`src/common/ubgd_pkg.sv`:
```
package ubgd_pkg;
  // ************************************************************
  // Register map
  // ************************************************************
  localparam logic [11:0] OFS_CTRL   = 12'h000;
  localparam logic [11:0] OFS_TXBUF  = 12'h004;
  localparam logic [11:0] OFS_STAT   = 12'h008;
  localparam logic [11:0] OFS_FLAGS  = 12'h00C;
  localparam logic [11:0] OFS_MASK   = 12'h010;
  localparam logic [11:0] OFS_BAUD   = 12'h014;
  // ************************************************************
  // Control fields
  // ************************************************************
  localparam int CTL_TRANSMIT_ENABLE_BIT    = 0;
  localparam int CTL_SEND_BREAK_REQUEST   = 1;
  localparam int CTL_OVR     = 2;
  localparam int CTL_BIMD    = 3;
  localparam int CTL_WAKE    = 4;
  localparam int CTL_SLEEP   = 5;
  localparam int CTL_MODE_LO = 6;
  localparam int CTL_MODE_HI = 7;
  // ************************************************************
  // Flag fields
  // ************************************************************
  localparam int FLG_BREAK  = 0;
  localparam int FLG_TXDONE = 1;
  localparam int FLG_RXDATA = 2;
  localparam int FLG_WIDTH  = 3;
  // ************************************************************
  // Modes and counts
  // ************************************************************
  typedef enum logic [1:0]
  {
    UBGD_ASYNC = 2'b00,
    UBGD_LIN   = 2'b01,
    UBGD_DMX   = 2'b10
  } ubgd_mode_t;
  localparam int BREAK_ZERO_BITS = 12;
  localparam int RX_BREAK_ASYNC  = 11;
  localparam int RX_BREAK_DMX    = 23;
  localparam int DATA_BITS       = 8;
  localparam logic [15:0] BAUD_RESET = 16'h0010;
  localparam logic [7:0]  CTRL_RESET = 8'h00;
endpackage

```
`src/design/ubgd_tx.sv`:
```
`timescale 1ns/10ps
module ubgd_tx
  import ubgd_pkg::*;
(
  input  wire logic        clk,
  input  wire logic        rst_n,
  input  wire logic [15:0] baud_div,
  input  wire logic        enable,
  input  wire logic        break_req,
  input  wire logic        auto_break,
  input  wire logic        override,
  input  wire logic        load,
  input  wire logic [7:0]  load_data,
  output logic             line,
  output logic             busy,
  output logic             break_done,
  output logic             char_done
);
  typedef enum logic [1:0]
  {
    UBGD_TX_IDLE  = 2'b00,
    UBGD_TX_BREAK = 2'b01,
    UBGD_TX_CHAR  = 2'b10
  } ubgd_txst_t;

  ubgd_txst_t  state;
  logic [15:0] tick_cnt;
  logic [4:0]  bit_idx;
  logic [9:0]  shifter;
  logic [7:0]  held;
  wire         tick = (tick_cnt == baud_div);
  wire         go_break = load && enable && (break_req || auto_break);
  // The break frame is start, twelve zeros and stop: fourteen bit slots.
  wire [4:0]   break_last = 5'(BREAK_ZERO_BITS + 1);

  always_ff @(posedge clk)
  begin
    if (!rst_n)
    begin
      state      <= UBGD_TX_IDLE;
      tick_cnt   <= 16'h0000;
      bit_idx    <= 5'h00;
      shifter    <= 10'h3FF;
      held       <= 8'h00;
      line       <= 1'b1;
      break_done <= 1'b0;
      char_done  <= 1'b0;
    end
    else
    begin
      break_done <= 1'b0;
      char_done  <= 1'b0;
      tick_cnt   <= (state == UBGD_TX_IDLE || tick) ? 16'h0000 : tick_cnt + 16'h0001;
      case (state)
        UBGD_TX_IDLE:
        begin
          bit_idx <= 5'h00;
          line <= override ? 1'b0 : 1'b1;
          if (go_break)
          begin
            held  <= load_data;
            state <= UBGD_TX_BREAK;
            line  <= 1'b0;
          end
          else if (load && enable)
          begin
            shifter <= {1'b1, load_data, 1'b0};
            state   <= UBGD_TX_CHAR;
            line    <= 1'b0;
          end
        end
        UBGD_TX_BREAK:
        begin
          if (tick)
          begin
            bit_idx <= bit_idx + 5'h01;
            line <= (bit_idx >= 5'(BREAK_ZERO_BITS)) ? 1'b1 : 1'b0;
            if (bit_idx == break_last)
            begin
              break_done <= 1'b1;
              shifter    <= {1'b1, held, 1'b0};
              bit_idx    <= 5'h00;
              line       <= 1'b0;
              state      <= UBGD_TX_CHAR;
            end
          end
        end
        UBGD_TX_CHAR:
        begin
          if (tick)
          begin
            bit_idx <= bit_idx + 5'h01;
            shifter <= {1'b1, shifter[9:1]};
            line    <= shifter[1];
            if (bit_idx == 5'(DATA_BITS + 1))
            begin
              char_done <= 1'b1;
              line      <= 1'b1;
              state     <= UBGD_TX_IDLE;
            end
          end
        end
        default:
        begin
          state <= UBGD_TX_IDLE;
        end
      endcase
    end
  end

  assign busy = (state != UBGD_TX_IDLE);
endmodule

```
`src/design/ubgd_rx.sv`:
```
`timescale 1ns/10ps
module ubgd_rx
  import ubgd_pkg::*;
(
  input  wire logic        clk,
  input  wire logic        rst_n,
  input  wire logic [15:0] baud_div,
  input  wire logic        enable,
  input  wire logic        dmx,
  input  wire logic        at_detect,
  input  wire logic        line,
  output logic             break_event,
  output logic             byte_valid,
  output logic [7:0]       byte_data
);
  logic [15:0] tick_cnt;
  logic [4:0]  space_bits;
  logic        detected;
  logic        line_q;
  logic [3:0]  rx_idx;
  logic [8:0]  rx_shift;
  logic        rx_active;
  logic [15:0] rx_cnt;
  wire         tick = (tick_cnt == baud_div);
  wire [4:0]   limit = dmx ? 5'(RX_BREAK_DMX) : 5'(RX_BREAK_ASYNC);
  wire         reach = tick && !detected && (space_bits + 5'h01 >= limit);
  wire         rx_tick = (rx_cnt == baud_div);

  always_ff @(posedge clk)
  begin
    if (!rst_n)
    begin
      tick_cnt    <= 16'h0000;
      space_bits  <= 5'h00;
      detected    <= 1'b0;
      line_q      <= 1'b1;
      break_event <= 1'b0;
    end
    else
    begin
      line_q      <= line;
      break_event <= 1'b0;
      if (!enable || line)
      begin
        tick_cnt   <= 16'h0000;
        space_bits <= 5'h00;
        detected   <= 1'b0;
        if (enable && detected && !at_detect)
        begin
          break_event <= 1'b1;
        end
      end
      else
      begin
        tick_cnt <= tick ? 16'h0000 : tick_cnt + 16'h0001;
        if (tick && !detected)
        begin
          space_bits <= space_bits + 5'h01;
        end
        if (reach)
        begin
          detected <= 1'b1;
          break_event <= at_detect;
        end
      end
    end
  end

  // Plain receiver; a break is also seen here as a framing loss and dropped.
  always_ff @(posedge clk)
  begin
    if (!rst_n)
    begin
      rx_active  <= 1'b0;
      rx_cnt     <= 16'h0000;
      rx_idx     <= 4'h0;
      rx_shift   <= 9'h000;
      byte_valid <= 1'b0;
      byte_data  <= 8'h00;
    end
    else
    begin
      byte_valid <= 1'b0;
      if (!rx_active)
      begin
        rx_cnt <= {1'b0, baud_div[15:1]};
        rx_idx <= 4'h0;
        if (enable && line_q && !line)
        begin
          rx_active <= 1'b1;
        end
      end
      else
      begin
        rx_cnt <= rx_tick ? 16'h0000 : rx_cnt + 16'h0001;
        if (rx_tick)
        begin
          rx_shift <= {line, rx_shift[8:1]};
          rx_idx   <= rx_idx + 4'h1;
          if (rx_idx == 4'(DATA_BITS + 1))
          begin
            rx_active  <= 1'b0;
            byte_valid <= line;
            byte_data  <= rx_shift[8:1];
          end
        end
      end
    end
  end
endmodule

```
`src/design/ubgd_top.sv`:
```
`timescale 1ns/10ps
// Functional notes
// - Fixed break: start, twelve zeros, stop.
// - Software break held by override bit.
// - Buffer write with request starts break.
// - Initiating character follows the break.
// - Request ignored in LIN and DMX.
// - Hardware clears request after break stop.
// - Idle flag tracks break like characters.
// - Count space time, set break flag.
// - Eleven bits async/LIN, twenty-three DMX.
// - Timing one: flag at detection.
// - Timing zero: flag on return idle.
// - Module stops while asleep.
// - Wake enable keeps module idle.
module ubgd_top
  import ubgd_pkg::*;
(
  input  wire logic        CLK,
  input  wire logic        RSTN,
  input  wire logic        PSEL,
  input  wire logic        PENABLE,
  input  wire logic        PWRITE,
  input  wire logic [11:0] PADDR,
  input  wire logic [31:0] PWDATA,
  output logic [31:0]      PRDATA,
  output logic             PREADY,
  output logic             PSLVERR,
  input  wire logic        RXD,
  output logic             TXD,
  output logic             IRQ,
  output logic             WAKE
);
  import ubgd_pkg::*;

  // ************************************************************
  // Register state
  // ************************************************************
  logic [7:0]           ctrl;
  logic [15:0]          baud;
  logic [FLG_WIDTH-1:0] flags;
  logic [FLG_WIDTH-1:0] mask;
  logic [7:0]           rx_hold;
  logic                 tx_line;
  logic                 tx_busy;
  logic                 tx_break_done;
  logic                 tx_char_done;
  logic                 rx_break;
  logic                 rx_valid;
  logic [7:0]           rx_byte;
  logic                 rxd_q;

  // ************************************************************
  // Decode
  // ************************************************************
  wire        acc      = PSEL && PENABLE;
  wire        wr       = acc && PWRITE;
  wire        hit_ctrl = (PADDR == OFS_CTRL);
  wire        hit_tx   = (PADDR == OFS_TXBUF);
  wire        hit_stat = (PADDR == OFS_STAT);
  wire        hit_flg  = (PADDR == OFS_FLAGS);
  wire        hit_mask = (PADDR == OFS_MASK);
  wire        hit_baud = (PADDR == OFS_BAUD);
  wire        mapped   = hit_ctrl | hit_tx | hit_stat | hit_flg | hit_mask | hit_baud;
  wire [1:0]  mode     = ctrl[CTL_MODE_HI:CTL_MODE_LO];
  wire        auto_brk = (mode == UBGD_LIN) || (mode == UBGD_DMX);
  wire        asleep   = ctrl[CTL_SLEEP];
  wire        run      = !asleep && !ctrl[CTL_WAKE];
  wire        tx_load  = wr && hit_tx;
  wire        send_break_request_eff = ctrl[CTL_SEND_BREAK_REQUEST] && !auto_brk;
  wire [FLG_WIDTH-1:0] ev = {rx_valid, tx_char_done, rx_break};
  wire [FLG_WIDTH-1:0] clr = (wr && hit_flg) ? PWDATA[FLG_WIDTH-1:0] : {FLG_WIDTH{1'b0}};
  wire [31:0] rd_mux =
    hit_ctrl ? {24'h000000, ctrl} :
    hit_tx   ? {24'h000000, rx_hold} :
    hit_stat ? {30'h00000000, !tx_busy, rxd_q} :
    hit_flg  ? {29'h00000000, flags} :
    hit_mask ? {29'h00000000, mask} :
    hit_baud ? {16'h0000, baud} : 32'h00000000;

  // ************************************************************
  // Bus slave
  // ************************************************************
  always_ff @(posedge CLK)
  begin
    if (!RSTN)
    begin
      PRDATA  <= 32'h00000000;
      PREADY  <= 1'b0;
      PSLVERR <= 1'b0;
    end
    else
    begin
      PREADY  <= PSEL && !PENABLE;
      PSLVERR <= PSEL && !PENABLE && !mapped;
      PRDATA  <= rd_mux;
    end
  end

  // ************************************************************
  // Control registers
  // ************************************************************
  always_ff @(posedge CLK)
  begin
    if (!RSTN)
    begin
      ctrl <= CTRL_RESET;
      baud <= BAUD_RESET;
      mask <= {FLG_WIDTH{1'b0}};
    end
    else
    begin
      if (wr && PREADY && hit_ctrl)
      begin
        ctrl <= PWDATA[7:0];
      end
      else if (tx_break_done)
      begin
        ctrl[CTL_SEND_BREAK_REQUEST] <= 1'b0;
      end
      if (wr && PREADY && hit_baud)
      begin
        baud <= PWDATA[15:0];
      end
      if (wr && PREADY && hit_mask)
      begin
        mask <= PWDATA[FLG_WIDTH-1:0];
      end
    end
  end

  // ************************************************************
  // Sticky flags and interrupt
  // ************************************************************
  always_ff @(posedge CLK)
  begin
    if (!RSTN)
    begin
      flags   <= {FLG_WIDTH{1'b0}};
      rx_hold <= 8'h00;
      IRQ     <= 1'b0;
      WAKE    <= 1'b0;
      TXD     <= 1'b1;
      rxd_q   <= 1'b1;
    end
    else
    begin
      rxd_q <= RXD;
      flags <= (flags & ~(PREADY ? clr : {FLG_WIDTH{1'b0}})) | ev;
      if (rx_valid)
      begin
        rx_hold <= rx_byte;
      end
      IRQ  <= |(flags & mask);
      WAKE <= ctrl[CTL_WAKE] && !RXD;
      TXD  <= tx_line;
    end
  end

  // ************************************************************
  // Transmit and receive
  // ************************************************************
  ubgd_tx u_tx
  (
    .clk        (CLK),
    .rst_n      (RSTN),
    .baud_div   (baud),
    .enable     (ctrl[CTL_TRANSMIT_ENABLE_BIT] && run),
    .break_req  (send_break_request_eff),
    .auto_break (auto_brk),
    .override   (ctrl[CTL_OVR] && run),
    .load       (tx_load && PREADY),
    .load_data  (PWDATA[7:0]),
    .line       (tx_line),
    .busy       (tx_busy),
    .break_done (tx_break_done),
    .char_done  (tx_char_done)
  );

  ubgd_rx u_rx
  (
    .clk         (CLK),
    .rst_n       (RSTN),
    .baud_div    (baud),
    .enable      (run),
    .dmx         (mode == UBGD_DMX),
    .at_detect   (ctrl[CTL_BIMD]),
    .line        (rxd_q),
    .break_event (rx_break),
    .byte_valid  (rx_valid),
    .byte_data   (rx_byte)
  );
endmodule

```
`config.mk`:
```
export PLATFORM = sky130hd
export DESIGN_NAME = ubgd_top
export DESIGN_NICKNAME = d
export VERILOG_FILES = /design/src/common/ubgd_pkg.sv /design/src/design/ubgd_tx.sv /design/src/design/ubgd_rx.sv /design/src/design/ubgd_top.sv
export SDC_FILE = /design/constraint.sdc
export NUM_CORES = 1
export LEC_CHECK = 0
export BUFFER_PORTS_ARGS = -buffer_cell sky130_fd_sc_hd__buf_2
export CORE_MARGIN = 5
export CORE_UTILIZATION = 35
export DETAILED_ROUTE_END_ITERATION = 8
export SYNTH_ARGS = -nofsm -noshare
export SYNTH_HDL_FRONTEND = slang
export SYNTH_SLANG_ARGS = --single-unit
```
`constraint.sdc`:
```
create_clock -name CLK -period 2.7 [get_ports CLK]
set_input_delay 0.27 -clock CLK [delete_from_list [all_inputs] [get_ports CLK]]
set_output_delay 0.27 -clock CLK [all_outputs]
set_load 0.01 [all_outputs]
```
; Yosys cells after proc, flatten, opt, wreduce, memory -nomap -nowiden
; Index checks and enable logic that the tools add are counted.
; W data, S select, Z words.
[word_totals]
in_bits = 50
out_inout_bits = 37
elab_cells = 186
register_bits = 183
[op_classes]
bitwise_logic = 12
n_reduce_logical = 61
n_addsub = 6
muxes = 48
eq_ne = 22
order_cmp = 2
[op_table]
columns = cell, n
row1 = $mux W10, 5
row2 = $add A16 B1 Y16 const B, 3
row3 = $eq A16 B16 Y1, 3
row4 = $mux W8, 6
row5 = $mux W15, 2
row6 = $pmux W10 S3, 1
row7 = $eq A12 B4 Y1 const B, 2
row8 = $eq A12 B5 Y1 const B, 2
row9 = $logic_and A1 B1 Y1, 24
row10 = $mux W5, 4
row11 = $mux W1, 19
row12 = $pmux W5 S3, 1
row13 = $eq A12 B3 Y1 const B, 1
row14 = $logic_not A12 Y1, 1
row15 = $mux W2, 6
row16 = $reduce_and A3 Y1, 4
row17 = $logic_not A1 Y1, 11
row18 = $add A5 B1 Y5 const B, 2
row19 = $eq A5 B4 Y1 const B, 2
row20 = $reduce_or A3 Y1, 3
row21 = $ne A2 B1 Y1 const B, 4
row22 = $reduce_or A7 Y1, 1
row23 = $and A3 B3 Y3, 2
row24 = $mux W3, 2
row25 = 24 further kinds, 40

; Longest topological paths before layout
[logic_depth]
word_depth = 8
mapped_depth = 9
ltp_nobuf = 8

; Hierarchy
; From an unflattened synthesis, not the netlist that was laid out.
[unflattened]
cells_unflattened = 886
hier_area_um2 = 8016.4
[modules_own_cells]
columns = module, area_per_inst_um2, instances, seq_area_each_um2, cells_each
row1 = ubgd_rx, 3224.3, 1, 1241.2, 359
row2 = ubgd_top, 2536.2, 1, 1201.2, 262
row3 = ubgd_tx, 2255.9, 1, 840.8, 265

; Least setup slack after synthesis
; Ideal clock, no wire load.
[synth_path]
path_kind = input-to-reg
from = input PADDR[0]
to = register u_tx.held[0]
path_buffers = 1
setup_ps = 128
setup_slack_ps = 261
arrival_time_ps = 2311
required_ps = 2572
stages = 7
cell_sequence = or4_4 > or4_4 > or3_4 > nor3b_2 > buf_4 > mux2i_1 > nor2_1
[synth_via]
elab_chain_len = 6
[synth_lines]
columns = element, line_no
row1 = "start, declared", ubgd_top.sv:24  ; input wire logic [11:0] PADDR,
row2 = $eq A12 B3 Y1, ubgd_top.sv:59  ; wire hit_tx = (PADDR == OFS_TXBUF);
row3 = $logic_and A1 B1 Y1, ubgd_top.sv:69  ; wire tx_load = wr && hit_tx;
row4 = $logic_and A1 B1 Y1, ubgd_top.sv:172  ; .load (tx_load && PREADY),
row5 = $logic_and A1 B1 Y1 (2 in series), ubgd_tx.sv:32  ; wire go_break = load && enable && (break_req || auto_break);
row6 = $reduce_and A2 Y1 (no line), --
row7 = "end signal, assigned", ubgd_tx.sv:61  ; held <= load_data;
row8 = "end, declared", ubgd_tx.sv:30  ; logic [7:0] held;
; No other way between the ends.
; A chain may end at the register's enable or synchronous reset.

; Worst setup path after layout
[layout_path]
from = register baud[15]
to = register u_tx.bit_idx[2]
[layout_via]
elab_chain_len = 3
elab_cells_between_ends = 4
classes_between = eq/ne (3) / reduce/logical (1)
[layout_lines]
columns = element, line_no
row1 = "start, declared", ubgd_top.sv:40  ; logic [15:0] baud;
row2 = "start signal, assigned", ubgd_top.sv:123  ; baud <= PWDATA[15:0];
row3 = $eq A16 B16 Y1 *, ubgd_tx.sv:31  ; wire tick = (tick_cnt == baud_div);
row4 = $ne A2 B1 Y1 (no line), --
row5 = $reduce_and A3 Y1 (no line) *, --
row6 = "end signal, assigned", ubgd_tx.sv:76  ; bit_idx <= bit_idx + 5'h01;
row7 = "end signal, assigned", ubgd_tx.sv:92  ; bit_idx <= bit_idx + 5'h01;
row8 = "end, declared", ubgd_tx.sv:28  ; logic [4:0] bit_idx;
; Every way passes the cells marked *; elsewhere a longest branch is shown, timed or not.

==> summary.txt <==
Clocking
  • Hold_buf cts: 0
  • Postcts setup bufs: 0
  • CTS tree: done
  • Clk root buf: clkbuf_16
  • Post_cts resized: 0
  • CTS Sinks: between 150 and 200
  • CTS clk-pin slew, worst paths: about 70 ps
  • # H-tree levels: 4
  • Deepest clock path buffer count: 2
  • CTS Buf Count: 17
  • Worst-Skew Late Latency: between 400 and 500 ps

Yosys
  • Avg Inst Size Synth: ~8.7 um^2
  • Ys flop type: dfxtp_1
  • EDFF count, synth: 0
  • Sequential fraction of the synthesis area: 42.70%
  • Mapped cell area: 7689 um^2
  • Mapped Cells: just under 900
  • Netlist cell types: 53
  • Yosys warns: 0
  • Async set-reset flop share out of synthesis: 0%
  • Synthesized flop and latch total: about 160

Placement
  • GP Congestion: between 0.8 and 0.9
  • I/O Buffers: 54
  • Post-DP HPWL: approximately 13,000 um

Floorplan
  • Initial Util: between 30% and 40%
  • Die X-Extent: roughly 160 um
  • # rows: 54
  • Core area: approximately 22,000 um^2
  • Die ar.: around 25,000 um^2
  • Die Ht: about 160 um
  • # IOs: 87

Drt
  • DRT Pass-1 Iters: 4
  • Initial DRC count: between 300 and 400
  • Drt drc: 0
  • DR vias/cell: between 4 and 5
  • Routed length on met2: 8048 um
  • Met3 WL: about 680 um
  • Via count of the routed design: around 6,000
  • Routed wire per std cell: ~14 um
  • Antenna viol nets, final: 0
  • Top layer in use: met4
  • Metal-1 WL: 8587 um
  • Final wirelength: 17,460 um

Global routing
  • Vias in the first global route: about 5,700
  • GRT Total Usage: around 14%
  • Initial antenna violation count: 0
  • Grt total ovfl: 0
  • First-pass GRT wire length: between 20,000 and 30,000 um
  • Pin count of the biggest net entering global routing: 46

Power
  • Internal power: 4.024 mW
  • Switching share of power: 21.62%
  • P per Cell Area: around 580 nW/um^2
  • Clock power frac: 49.8%
  • P_sw: 1.110 mW
  • Sequential power share: 47.4%
  • VDD IR max: around 0.38 mV
  • Lkg Pwr: 3.629 nW
  • Comb power frac: under 10%

Timing
  • Setup TNS: 0 ps
  • Fmax achieved: between 0.4 and 0.5 GHz
  • Final Hold Fails: 0
  • Tmin final: approximately 2300 ps
  • Worst Clk Skew: 9.989 ps
  • Fin Hold WS: between 20 and 30 ps
  • Slew Limit Headroom: a little under half
  • Pins Over Slew Limit: 0
  • Worst slew pin tran: 801.8 ps
  • Setup violators final: 0
  • RSZ-0062 raised after global routing: false
  • Final critical-path share of the clock period: between 80 and 90%

Critical path
  • R2R cell count: 6
  • WP data arrival: between 2000 and 3000 ps
  • Startpoint types: register
  • Max Fanout on Critical Path: 6
  • CP Capture Type: register
  • Worst Path Required: between 3000 and 4000 ps
  • Setup CP Type: reg -> reg

Final layout
  • Fin nets: ~1,000
  • Area Growth Syn to Fin: 15.62%
  • Share of layout cells above drive strength 1: ~14%
  • Antenna diodes: 0

Job
  • Max Cap Viol: 0

Hold path
  • Type of the worst min-delay path: in -> reg
  • WHS Path Cells: 2

Status
  • Outcome: completed
## power by group through the flow
stage	Clock (mW)	Combinational, mW	Sequential (mW)
after global routing	2.71	0.158	2.43
after global placement	0	0.141	2.49
final	2.56	0.142	2.44
after detailed placement	0	0.142	2.49
after CTS	2.61	0.142	2.43
after floorplan	0	0.101	2.49
## layout make-up
cell class                 instances  area [um^2]
fill                            2175        12870
multi-input combinational        632         4008
sequential                       164         3283
timing repair buffer              83        500.5
clock buffer                      17        425.4
tap                              280        350.3
clock inverter                    15        206.4
inverter                          31        116.4
## Yosys cell counts, types with 2 or more instances
cell,number,share of area [%]
or2_2,5,0.41
nand2_1,43,2.1
xor2_1,57,6.5
o21a_1,3,0.29
or4_4,2,0.29
nor3b_1,2,0.20
a22oi_1,9,0.88
nor2_1,142,6.9
nand2b_1,5,0.41
xnor2_1,40,4.6
inv_1,30,1.5
a21oi_1,56,3.6
buf_2,3,0.20
nand4b_1,2,0.23
a221oi_1,2,0.23
a211oi_2,2,0.33
and2_1,6,0.49
a2bb2oi_1,7,0.80
dfxtp_1,164,43
and4_1,4,0.46
nor2b_1,10,0.81
nor4_1,10,0.81
nand3_1,24,1.6
o2bb2ai_1,2,0.23
buf_4,21,2.1
nand3b_1,2,0.20
nand4_1,13,1.1
a211oi_1,2,0.20
mux2i_1,61,7.9
o22ai_1,2,0.16
ha_1,18,2.9
clkbuf_1,43,2.1
nor3_1,15,0.98
o21ai_0,27,1.8
or3_1,8,0.65
and3_1,21,1.7
## cell usage in the layout (no fill, tap or decap), drive strengths merged, types with 10 or more instances in the layout
| cell | synthesis | routed |
|---|---|---|
| nor2 | 142 | 142 |
| o21ai | 27 | 27 |
| inv | 31 | 32 |
| nand4 | 13 | 13 |
| clkbuf | 43 | 17 |
| buf | 25 | 83 |
| nor3 | 15 | 15 |
| nor2b | 10 | 10 |
| xor2 | 57 | 57 |
| conb | 1 | 16 |
| nand2 | 43 | 43 |
| and3 | 21 | 21 |
| dfxtp | 164 | 164 |
| nor4 | 11 | 11 |
| ha | 18 | 18 |
| a21oi | 56 | 56 |
| mux2i | 61 | 61 |
| nand3 | 24 | 24 |
| xnor2 | 40 | 40 |
## kinds of logic (layout without fill, tap and decap cells)
family                   after synthesis  after routing  synth area share (%)
AO/OA/AOI/OAI                        120            120                 9.341
multiplexers                          61             61                 7.941
XOR/XNOR                              97             97                 11.05
other                                  1             16               0.04877
AND/OR/NAND/NOR                      320            320                 20.08
flip-flops                           164            164                 42.70
buffers and inverters                 99            146                 5.907
adder cells (fa/ha/maj)               18             18                 2.929
## flip-flops by register name, summed over array words and instances, names as in the netlist, 2 cells and up
| signal | flops |
|---|---|
| baud | 16 |
| u_rx.space_bits | 5 |
| flags | 3 |
| PRDATA | 16 |
| rx_hold | 8 |
| u_tx.shifter | 8 |
| u_tx.tick_cnt | 16 |
| u_rx.tick_cnt | 16 |
| mask | 3 |
| u_rx.rx_shift | 8 |
| u_tx.held | 8 |
| u_tx.state | 2 |
| u_rx.byte_data | 8 |
| u_rx.rx_cnt | 16 |
| u_rx.rx_idx | 4 |
| ctrl | 8 |
| u_tx.bit_idx | 5 |
## final timing paths
path                    start               to  slack (ps)
setup / recovery     baud[15]  u_tx.bit_idx[2]         420
setup reg to reg     baud[15]  u_tx.bit_idx[2]         420
hold reg to reg   u_rx.line_q   u_rx.rx_active         450
hold / removal        PENABLE           PREADY          30
## layer usage
| layer | track usage [%] | vias up |
|---|---|---|
| met5 | 0 | - |
| met4 | 3.859 | 0 |
| met3 | 2.952 | 11 |
| met2 | 22.85 | 111 |
| met1 | 19.53 | 2715 |
| li1 | - | 3042 |
## metrics by stage
stage	utilization [%]	power (mW)	area, um^2	cells	setup WS (ps)
2_1_floorplan	-	2.587	7745	895	261.0
3_3_place_gp	37.96	2.631	8258	1190	50.13
3_5_place_dp	37.96	2.631	8258	1190	16.60
4_1_cts	40.86	5.186	8890	1222	346.4
5_1_grt	40.86	5.305	8890	1222	236.6
6_report	40.86	5.134	8890	1222	419.3
## worst max-delay path: stages, from the launching register on
cell and delay [ps]:
dfxtp_1 510, xor2_1 130, nor4_1 300, nand4_1 210, or3_1 440, or3b_2 480
a21oi_1 140
No activity file was read; power rests on OpenSTA's default activity.
